--- src/verilog/dnc_pkg.sv ---
/*
 shared constants and types of the down-conversion path: register map, control fields,
 reset values, arithmetic widths, oscillator table and the stream carriers.
 assumes one sampling clock and the plain register port of the top module.
*/
package dnc_pkg;
   localparam int DNC_SMP_W = 16;
   localparam int DNC_ACC_W = 20;
   localparam int DNC_NCO_W = 32;
   localparam int DNC_LUT_W = 12;

   // register byte addresses
   localparam logic [7:0] DNC_REG_CTRL = 8'h00;
   localparam logic [7:0] DNC_REG_FREQ = 8'h04;
   localparam logic [7:0] DNC_REG_ACTV = 8'h08;
   localparam logic [7:0] DNC_REG_STAT = 8'h0C;

   // control register fields
   localparam int CTL_EN = 0;
   localparam int CTL_REAL = 1;
   localparam int CTL_QRM = 2;
   localparam int CTL_DEC = 3;
   localparam int CTL_G6 = 6;
   localparam int CTL_G3 = 7;
   localparam int CTL_INV = 8;
   localparam int CTL_SWAP = 9;
   localparam int CTL_RES = 10;
   localparam int CTL_RESTART = 13;
   localparam int CTL_SYNC_EN = 14;
   localparam logic [31:0] DNC_CTRL_MASK = 32'h0000_7FFF;
   localparam logic [31:0] DNC_CTRL_RST = 32'h0000_0000;
   localparam logic [31:0] DNC_FREQ_RST = 32'h0000_0000;

   // decimation code 0..4 selects 2..32; resolution code 0..6 selects 14..20 bits
   localparam logic [2:0] DNC_DEC_TOP = 3'h4;
   localparam logic [2:0] DNC_RES_TOP = 3'h6;
   localparam logic [5:0] DNC_QTR_TURN = 6'h10;
   localparam int DNC_MIX_SHIFT = 7;
   localparam logic signed [28:0] DNC_G3_MUL = 29'sh00000B5;
   localparam int DNC_G3_SHIFT = 7;
   localparam logic signed [28:0] DNC_SAT_HI = 29'sh007FFFF;
   localparam logic signed [28:0] DNC_SAT_LO = 29'sh1FF80000;
   localparam logic [19:0] DNC_MOST_NEG = 20'h80000;
   localparam logic [19:0] DNC_MOST_POS = 20'h7FFFF;

   // first quarter of a cosine, 17 points, full scale 2047
   localparam logic [11:0] DNC_COS_TAB [0:16] = '{
      12'h7FF, 12'h7F5, 12'h7D8, 12'h7A7, 12'h763, 12'h70D, 12'h6A6, 12'h62E, 12'h5A7,
      12'h513, 12'h471, 12'h3C5, 12'h30F, 12'h252, 12'h18F, 12'h0C9, 12'h000};

   typedef struct packed {
      logic [15:0] a;
      logic [15:0] b;
   } dnc_pair_t;

   typedef struct packed {
      logic [19:0] i;
      logic [19:0] q;
   } dnc_cplx_t;

   typedef enum logic [1:0] {KIND_RAW, KIND_REAL, KIND_I, KIND_Q} dnc_kind_t;

   typedef struct packed {
      dnc_kind_t kind;
      logic [19:0] a;
      logic [19:0] b;
   } dnc_word_t;
endpackage

--- src/verilog/dnc_lane.sv ---
/*
 one decimating low-pass lane: accumulate-and-dump average of 2^shift complex samples.
 assumes the caller stalls it with en and clears it on a synchronisation event.
*/
`timescale 1ns/10ps
module dnc_lane
   import dnc_pkg::*;
(
   // clock and reset
   input wire logic ref_clk,
   input wire logic rst,
   // control
   input wire logic en,
   input wire logic clr,
   input wire logic [2:0] shift,
   // mixed samples
   input wire logic in_v,
   input wire dnc_cplx_t in_s,
   // decimated result
   output logic out_v,
   output dnc_cplx_t out_s
);
   logic [5:0] cnt_q;
   dnc_cplx_t acc_q;
   logic out_v_q;
   dnc_cplx_t out_s_q;
   logic [5:0] last;
   logic first;
   logic dump;
   logic signed [19:0] sum_i;
   logic signed [19:0] sum_q;

   assign last = (6'h01 << shift) - 6'h01;
   assign first = (cnt_q == 6'h00);
   assign dump = (cnt_q >= last);
   // each term is pre-scaled so the running sum never leaves 20 bits
   assign sum_i = (first ? 20'sh00000 : $signed(acc_q.i)) + ($signed(in_s.i) >>> shift);
   assign sum_q = (first ? 20'sh00000 : $signed(acc_q.q)) + ($signed(in_s.q) >>> shift);
   assign out_v = out_v_q;
   assign out_s = out_s_q;

   always_ff @(posedge ref_clk) begin
      if (rst || clr) begin
         cnt_q <= 6'h00;
         acc_q <= '0;
         out_v_q <= 1'b0;
         out_s_q <= '0;
      end else if (en) begin
         out_v_q <= in_v && dump;
         if (in_v) begin
            cnt_q <= dump ? 6'h00 : cnt_q + 6'h01;
            acc_q <= {sum_i, sum_q};
         end
         if (in_v && dump) begin
            out_s_q <= {sum_i, sum_q};
         end
      end
   end
endmodule

--- src/verilog/dnc_top.sv ---
/*
 down-conversion path of a dual-channel converter: register port, channel swap,
 oscillator and mixer, two decimating lanes, gain, truncation and a two-entry
 output buffer.
 assumes samples, sync pin and register strobes are synchronous to ref_clk,
 which is the sampling clock.
*/
// The address-and-strobe port and the address map were decided locally.
`timescale 1ns/10ps
module dnc_top
   import dnc_pkg::*;
(
   // clock and reset
   input wire logic ref_clk,
   input wire logic rst,
   // register port
   input wire logic [7:0] reg_addr,
   input wire logic [31:0] reg_wdata,
   input wire logic reg_wr,
   input wire logic reg_rd,
   output logic [31:0] reg_rdata,
   // synchronisation pin
   input wire logic sync_in,
   // converter samples
   input wire dnc_pair_t smp_in,
   input wire logic smp_valid,
   output logic smp_ready,
   // output stream to the formatter
   output dnc_word_t out_word,
   output logic out_valid,
   input wire logic out_ready
);
   function automatic logic signed [11:0] cos_lut(input logic [5:0] idx);
      logic [4:0] r;
      logic signed [11:0] m;
      r = idx[4] ? (5'h10 - {1'b0, idx[3:0]}) : {1'b0, idx[3:0]};
      m = $signed(DNC_COS_TAB[r]);
      return (idx[5] ^ idx[4]) ? -m : m;
   endfunction

   function automatic logic [19:0] mix(input logic [15:0] x, input logic signed [11:0] c);
      logic signed [27:0] p;
      p = $signed(x) * c;
      return p[26:DNC_MIX_SHIFT];
   endfunction

   function automatic logic [19:0] neg20(input logic [19:0] v);
      return (v == DNC_MOST_NEG) ? DNC_MOST_POS : 20'(-$signed(v));
   endfunction

   function automatic logic [19:0] fmt(input logic [19:0] v, input logic g6, input logic g3,
                                       input logic [2:0] drop);
      logic signed [28:0] g;
      g = 29'($signed(v));
      if (g6) begin
         g = g <<< 1;
      end else if (g3) begin
         g = (g * DNC_G3_MUL) >>> DNC_G3_SHIFT;
      end
      if (g > DNC_SAT_HI) begin
         g = DNC_SAT_HI;
      end else if (g < DNC_SAT_LO) begin
         g = DNC_SAT_LO;
      end
      return 20'(g >>> drop);
   endfunction

   // registers and control state
   logic [31:0] ctrl_q;
   logic [31:0] freq_q;
   logic [31:0] actv_q;
   logic [31:0] phase_q;
   logic restart_q;
   logic sync_q;
   logic [31:0] rdata_q;
   logic [31:0] rd_mux;
   logic [31:0] stat_w;
   logic wr_ctrl;
   logic wr_freq;

   // control fields
   logic en;
   logic real_m;
   logic cplx;
   logic qrm;
   logic swap;
   logic inv;
   logic g6;
   logic g3;
   logic [2:0] dec_code;
   logic [2:0] res_code;
   logic [2:0] shift;
   logic [2:0] drop;
   logic load_ev;

   // input skid and mixer stage
   logic skid_v_q;
   dnc_pair_t skid_q;
   logic ready_q;
   logic accept;
   logic adv;
   logic take;
   logic src_v;
   dnc_pair_t src;
   logic [15:0] xa;
   logic [15:0] xb;
   logic [5:0] lut_idx;
   logic signed [11:0] cos_w;
   logic signed [11:0] sin_w;
   logic signed [11:0] sin_m;
   dnc_cplx_t ma_d;
   dnc_cplx_t mb_d;
   dnc_cplx_t ma_q;
   dnc_cplx_t mb_q;
   logic m_v_q;

   // lanes and word formation
   logic la_v;
   logic lb_v;
   dnc_cplx_t la_s;
   dnc_cplx_t lb_s;
   logic qpar_q;
   logic [19:0] ia;
   logic [19:0] ib;
   logic [19:0] qa;
   logic [19:0] qb;
   dnc_word_t w0;
   dnc_word_t w1;
   logic two;

   // output buffer
   logic pend_v_q;
   dnc_word_t pend_q;
   logic head_v_q;
   logic tail_v_q;
   dnc_word_t head_q;
   dnc_word_t tail_q;
   logic head_v_d;
   logic tail_v_d;
   dnc_word_t head_d;
   dnc_word_t tail_d;
   logic space;
   logic pop;
   logic push_pend;
   logic push_new;
   logic push;
   dnc_word_t push_w;

   // register decode
   assign wr_ctrl = reg_wr && (reg_addr == DNC_REG_CTRL);
   assign wr_freq = reg_wr && (reg_addr == DNC_REG_FREQ);
   assign stat_w = {26'h0000000, qpar_q, pend_v_q, tail_v_q, head_v_q, skid_v_q, en};
   assign rd_mux = (reg_addr == DNC_REG_CTRL) ? ctrl_q :
                   (reg_addr == DNC_REG_FREQ) ? freq_q :
                   (reg_addr == DNC_REG_ACTV) ? actv_q :
                   (reg_addr == DNC_REG_STAT) ? stat_w : 32'h0000_0000;

   // mode decode
   assign en = ctrl_q[CTL_EN];
   assign real_m = en && ctrl_q[CTL_REAL];
   assign cplx = en && !ctrl_q[CTL_REAL];
   assign qrm = cplx && ctrl_q[CTL_QRM];
   assign swap = ctrl_q[CTL_SWAP];
   assign inv = ctrl_q[CTL_INV];
   assign g6 = cplx && ctrl_q[CTL_G6];
   assign g3 = real_m && ctrl_q[CTL_G3];
   assign dec_code = ctrl_q[CTL_DEC +: 3];
   assign res_code = ctrl_q[CTL_RES +: 3];
   // disabled path decimates by one, so every sample passes
   assign shift = !en ? 3'h0 :
                  (dec_code > DNC_DEC_TOP) ? DNC_DEC_TOP + 3'h1 : dec_code + 3'h1;
   assign drop = (res_code > DNC_RES_TOP) ? 3'h0 : DNC_RES_TOP - res_code;

   // restart bit toggle or rising sync edge loads the pending frequency
   assign load_ev = (ctrl_q[CTL_RESTART] ^ restart_q) ||
                    (ctrl_q[CTL_SYNC_EN] && sync_in && !sync_q);

   always_ff @(posedge ref_clk) begin
      if (rst) begin
         ctrl_q <= DNC_CTRL_RST;
         freq_q <= DNC_FREQ_RST;
         restart_q <= 1'b0;
         sync_q <= 1'b0;
         rdata_q <= 32'h0000_0000;
      end else begin
         if (wr_ctrl) begin
            ctrl_q <= reg_wdata & DNC_CTRL_MASK;
         end
         if (wr_freq) begin
            freq_q <= reg_wdata;
         end
         restart_q <= ctrl_q[CTL_RESTART];
         sync_q <= sync_in;
         rdata_q <= reg_rd ? rd_mux : 32'h0000_0000;
      end
   end

   // oscillator: phase wraps modulo 2^32, so a signed word spans minus to plus half rate
   always_ff @(posedge ref_clk) begin
      if (rst) begin
         actv_q <= DNC_FREQ_RST;
         phase_q <= 32'h0000_0000;
      end else if (load_ev) begin
         actv_q <= freq_q;
         phase_q <= 32'h0000_0000;
      end else if (take && cplx) begin
         phase_q <= phase_q + actv_q;
      end
   end

   // input skid keeps samples that arrive while the pipeline stalls
   assign accept = smp_valid && ready_q;
   assign src_v = skid_v_q || accept;
   assign src = skid_v_q ? skid_q : smp_in;
   assign take = adv && src_v;

   always_ff @(posedge ref_clk) begin
      if (rst) begin
         skid_v_q <= 1'b0;
         skid_q <= '0;
         ready_q <= 1'b0;
      end else begin
         skid_v_q <= !adv && (skid_v_q || accept);
         ready_q <= !(!adv && (skid_v_q || accept));
         if (accept && !adv) begin
            skid_q <= smp_in;
         end
      end
   end

   // channel swap and mixer
   assign xa = swap ? src.b : src.a;
   assign xb = swap ? src.a : src.b;
   assign lut_idx = phase_q[31:26];
   assign cos_w = cos_lut(lut_idx);
   assign sin_w = cos_lut(lut_idx - DNC_QTR_TURN);
   assign sin_m = inv ? -sin_w : sin_w;
   assign ma_d = cplx ? {mix(xa, cos_w), mix(xa, sin_m)} :
                 {xa, 4'h0, 20'h00000};
   assign mb_d = cplx ? {mix(xb, cos_w), mix(xb, sin_m)} : {xb, 4'h0, 20'h00000};

   always_ff @(posedge ref_clk) begin
      if (rst || load_ev) begin
         m_v_q <= 1'b0;
         ma_q <= '0;
         mb_q <= '0;
      end else if (adv) begin
         m_v_q <= src_v;
         ma_q <= ma_d;
         mb_q <= mb_d;
      end
   end

   dnc_lane u_lane_a (
      .ref_clk(ref_clk),
      .rst(rst),
      .en(adv),
      .clr(load_ev),
      .shift(shift),
      .in_v(m_v_q),
      .in_s(ma_q),
      .out_v(la_v),
      .out_s(la_s)
   );

   dnc_lane u_lane_b (
      .ref_clk(ref_clk),
      .rst(rst),
      .en(adv),
      .clr(load_ev),
      .shift(shift),
      .in_v(m_v_q),
      .in_s(mb_q),
      .out_v(lb_v),
      .out_s(lb_s)
   );

   // quarter-rate tone 1, j, -1, -j over two real words per complex result
   assign ia = (qrm && qpar_q) ? neg20(la_s.i) : la_s.i;
   assign ib = (qrm && qpar_q) ? neg20(lb_s.i) : lb_s.i;
   assign qa = (qrm && !qpar_q) ? neg20(la_s.q) : la_s.q;
   assign qb = (qrm && !qpar_q) ? neg20(lb_s.q) : lb_s.q;
   assign two = cplx;

   assign w0.kind = !en ? KIND_RAW : (real_m || qrm) ? KIND_REAL : KIND_I;
   assign w0.a = !en ? 20'($signed(la_s.i) >>> 4) : fmt(ia, g6, g3, drop);
   assign w0.b = !en ? 20'($signed(lb_s.i) >>> 4) : fmt(ib, g6, g3, drop);
   assign w1.kind = qrm ? KIND_REAL : KIND_Q;
   assign w1.a = fmt(qa, g6, g3, drop);
   assign w1.b = fmt(qb, g6, g3, drop);

   // pipeline moves unless a finished word cannot be placed
   assign pop = head_v_q && out_ready;
   assign space = !tail_v_q || pop;
   assign push_pend = pend_v_q && space;
   assign push_new = !pend_v_q && la_v && lb_v && space;
   assign push = push_pend || push_new;
   assign push_w = pend_v_q ? pend_q : w0;
   assign adv = !la_v || push_new;

   always_ff @(posedge ref_clk) begin
      if (rst) begin
         pend_v_q <= 1'b0;
         pend_q <= '0;
         qpar_q <= 1'b0;
      end else begin
         if (push_new && two) begin
            pend_v_q <= 1'b1;
            pend_q <= w1;
         end else if (push_pend) begin
            pend_v_q <= 1'b0;
         end
         if (load_ev) begin
            qpar_q <= 1'b0;
         end else if (push_new && qrm) begin
            qpar_q <= !qpar_q;
         end
      end
   end

   // two-entry buffer; head is the output register
   always_comb begin
      head_v_d = head_v_q;
      tail_v_d = tail_v_q;
      head_d = head_q;
      tail_d = tail_q;
      if (pop) begin
         head_v_d = tail_v_q;
         head_d = tail_q;
         tail_v_d = 1'b0;
      end
      if (push && !head_v_d) begin
         head_v_d = 1'b1;
         head_d = push_w;
      end else if (push) begin
         tail_v_d = 1'b1;
         tail_d = push_w;
      end
   end

   always_ff @(posedge ref_clk) begin
      if (rst) begin
         head_v_q <= 1'b0;
         tail_v_q <= 1'b0;
         head_q <= '0;
         tail_q <= '0;
      end else begin
         head_v_q <= head_v_d;
         tail_v_q <= tail_v_d;
         head_q <= head_d;
         tail_q <= tail_d;
      end
   end

   assign reg_rdata = rdata_q;
   assign smp_ready = ready_q;
   assign out_word = head_q;
   assign out_valid = head_v_q;
endmodule

--- config.mk ---
export PLATFORM = sky130hd
export DESIGN_NAME = dnc_top
export DESIGN_NICKNAME = d
export VERILOG_FILES = /design/src/verilog/dnc_pkg.sv /design/src/verilog/dnc_lane.sv /design/src/verilog/dnc_top.sv
export SDC_FILE = /design/constraint.sdc
export NUM_CORES = 2
export LEC_CHECK = 0
export BUFFER_PORTS_ARGS = -buffer_cell sky130_fd_sc_hd__buf_2
export CORE_ASPECT_RATIO = 0.5
export CORE_MARGIN = 3
export CORE_UTILIZATION = 51
export CTS_CLUSTER_DIAMETER = 200
export DETAILED_ROUTE_END_ITERATION = 7
export PLACE_DENSITY = 0.72
export SLEW_MARGIN = 20
export SYNTH_ARGS = -nofsm -noshare
export SYNTH_HDL_FRONTEND = slang
export SYNTH_SLANG_ARGS = --single-unit
--- constraint.sdc ---
create_clock -name ref_clk -period 16.95 [get_ports ref_clk]
set_input_delay 2.5425 -clock ref_clk [delete_from_list [all_inputs] [get_ports ref_clk]]
set_output_delay 2.5425 -clock ref_clk [all_outputs]
set_load 0.01 [all_outputs]
==> reports/qor.txt <==
I/O Pins: 155
Clk_skew: 43.1 ps
Avg Cell Area, Syn: 7.91 sq um
Setup Fix Bufs, Post-CTS: 0
Post-route DRC: 0
Commonest register cell after synthesis: dfxtp_1
Slowest stage cell, crit path: dfxtp_1
Final Wtd Congestion: 0.980
Slew HR: 23.8%
Worst-path clk slew: 60 ps
Layout cell share with drive strength beyond 1: 6.28%
Via count: 66760
# setup viols final: 0
# nets final: 11091
Hold Buf Count CTS: 0
Post-CTS Resized: 0
ANT nets after route: 0
Inst Count DP: 11326
Setup TNS Final: 0 ps
Final Hold Fails: 0
Max incr delay on CP: 660 ps
Top post-synthesis cells by area: fa_1 24%, dfxtp_1 15%, ha_1 11%
Row count: 99
Detailed Route WL: 225000 microns
CTS Sinks: 564
Post-Syn Instances: 9592
Peak VDD IR: 0.270 mV
Clock Tree Buf Depth: 3
CP arrival: 11370 ps
Distinct cell type count after synthesis: 98
Worst Path Max Fanout: 24
Crit start category: flop
Post-synthesis net count: 11264
Final HPWL DP: 170000 microns
Vias in the first global route: 64679
Post-placement cell area: 78400 sq um
Synth warn: 0
Place WS: 6230 ps
Initial Util: 51.7%
Finished Layout Cells: 11441
CTS tree: yes
GRT Overall Usage: 29.1%
Core footprint: 147000 sq um
Final worst slack: 6120 ps
Post-synthesis register bit count: 564
Total grt overflow: 0
Status: finished, final reports clean
I/O Buffers: 154
H-tree depth: 2
Required time worst endpoint: 17490 ps
Vias per std cell: 5.84
Die ar.: 154000 sq um
Total CTS buffers: 58
Power per standard cell area: 86.4 nW/um^2
Area growth, synth to finish: 6.25%
Finished layout cell area: 80600 sq um
Die height: 279 microns
Tmin final: 10830 ps
Leak: 0.0386 uW
Unrepaired setup endpoints after global routing: no
Sequential share of the synthesized area: 14.9%
FFs w/ async S/R, synth: 0%
Initial DRT Pass Iterations: 6
Hold WS: 450 ps
Yosys top cell area share: 23.8%
Die Wd: 551 microns
MaxCap Viol Count: 0
Worst-Margin Slew: 1140 ps
Worst-Skew Late Latency: 690 ps
Yosys top cell by area: fa_1
Initial drt markers: 6731
Number of enable flip-flop cells after synthesis: 0
HP Class: reg -> reg
First-pass GRT wire length: 360000 microns
Fmax achieved: 0.0924 GHz
Crit share post-route: 63.9%
Kind of critical path: reg -> reg
CP Capture Type: flop
Final count of pins violating max slew: 0
Initial antenna violation count: 8
Mapped cell area: 75900 sq um
Routed length per instance: 19.7 microns
Largest net degree at the start of global routing: 97
Root Buffer: clkbuf_16
-- through the flow --
| step | utilization, % | power, uW |
|---|---|---|
| after global routing | 54.9 | 7530 |
| after CTS | 54.9 | 6910 |
| after global placement | 53.4 | 5360 |
| after floorplan | - | 4420 |
| after detailed placement | 53.4 | 5450 |
| final | 54.9 | 6960 |
-- final timing paths --
kind                      start                 end  slack (ps)  cells after the start
max                 phase_q[26]            ma_q[14]        6120                     36
min reg2reg  u_lane_a.acc_q[27]  u_lane_a.acc_q[27]         450                      2
min          u_lane_a.acc_q[27]  u_lane_a.acc_q[27]         450                      2
max reg2reg         phase_q[26]            ma_q[14]        6120                     36
-- layout make-up --
cell class / instances / area (sq um)
Tap cell: 1969 / 2460
Antenna cell: 4 / 10.0
Inverter: 1286 / 4830
Multi-Input combinational cell: 7220 / 58100
Clock buffer: 76 / 1650
Timing Repair Buffer: 289 / 1820
Clock inverter: 33 / 462
Sequential cell: 564 / 11300
Fill cell: 13589 / 66200
-- layer usage --
layer | up-vias | track usage (%) | wire, microns
met3 | 453 | 5.26 | 22600
met2 | 2824 | 44.0 | 95300
li1 | 31155 | - | -
met1 | 32322 | 42.3 | 99100
met5 | - | 0 | 45
met4 | 6 | 8.67 | 8090
-- report_power, final --
| part | switching [uW] | internal [uW] |
|---|---|---|
| Clock | 627 | 818 |
| Combinational | 2440 | 1700 |
| Sequential | 37.1 | 1350 |
-- cell usage in the layout, fill, tap and decap left out, drive strengths merged, types with 41 or more instances in the layout --
master / instances
buf: 289
and3: 56
clkbuf: 76
a21o: 87
and2: 85
xor2: 95
a31oi: 82
ha: 692
a22o: 54
a211oi: 85
or3: 65
inv: 1291
dfxtp: 564
a21oi: 691
o21ai: 333
nand3: 150
mux2i: 162
nand2: 1722
a311oi: 41
xnor2: 234
nor3: 150
fa: 901
o21a: 59
nor2: 622
or2: 43
nor2b: 127
nand2b: 65
a22oi: 57
mux2: 51
o211ai: 61
-- Yosys cell counts (all sizes together) (87+ instances only) --
cell type,count
nor2,622
dfxtp,564
fa,901
xor2,95
ha,692
a21oi,691
clkbuf,454
nor3,150
o21ai,333
nand2,1722
nor2b,127
inv,1284
mux2i,162
xnor2,234
a21o,87
nand3,150
-- cell families (layout without fill, tap and decap cells) --
| logic type | Yosys count | in the layout | share of synthesized area, % |
|---|---|---|---|
| flops | 564 | 564 | 14.9 |
| fa+ha+maj | 1593 | 1593 | 35.2 |
| buf+inv | 1808 | 1684 | 8.98 |
| xor+xnor | 329 | 329 | 3.80 |
| compound gates | 1877 | 1877 | 15.8 |
| other cells | 0 | 4 | 0 |
| mux | 215 | 215 | 2.96 |
| simple gates | 3206 | 3206 | 18.4 |
-- flip-flops by register name, indices dropped and copies added (netlist names), 40 cells and up --
signal,flops
u_lane_a.acc_q,40
u_lane_b.acc_q,40
mb_q,40
ma_q,40
out_word,42
tail_q,42
pend_q,42
u_lane_b.out_s,40
u_lane_a.out_s,40
-- worst max-delay path: cells and delay by family, from the launching register on --
kind / cells / cell delay [ps]
muxes: 3 / 870
AOI/OAI and AO/OA: 13 / 3000
xor gates and xnor gates: 1 / 160
adders and majority gates: 9 / 3790
buffers and inverters: 7 / 1200
and+or+nand+nor: 3 / 1030
DFF: 1 / 660
No activity file was read; power rests on OpenSTA's default activity.
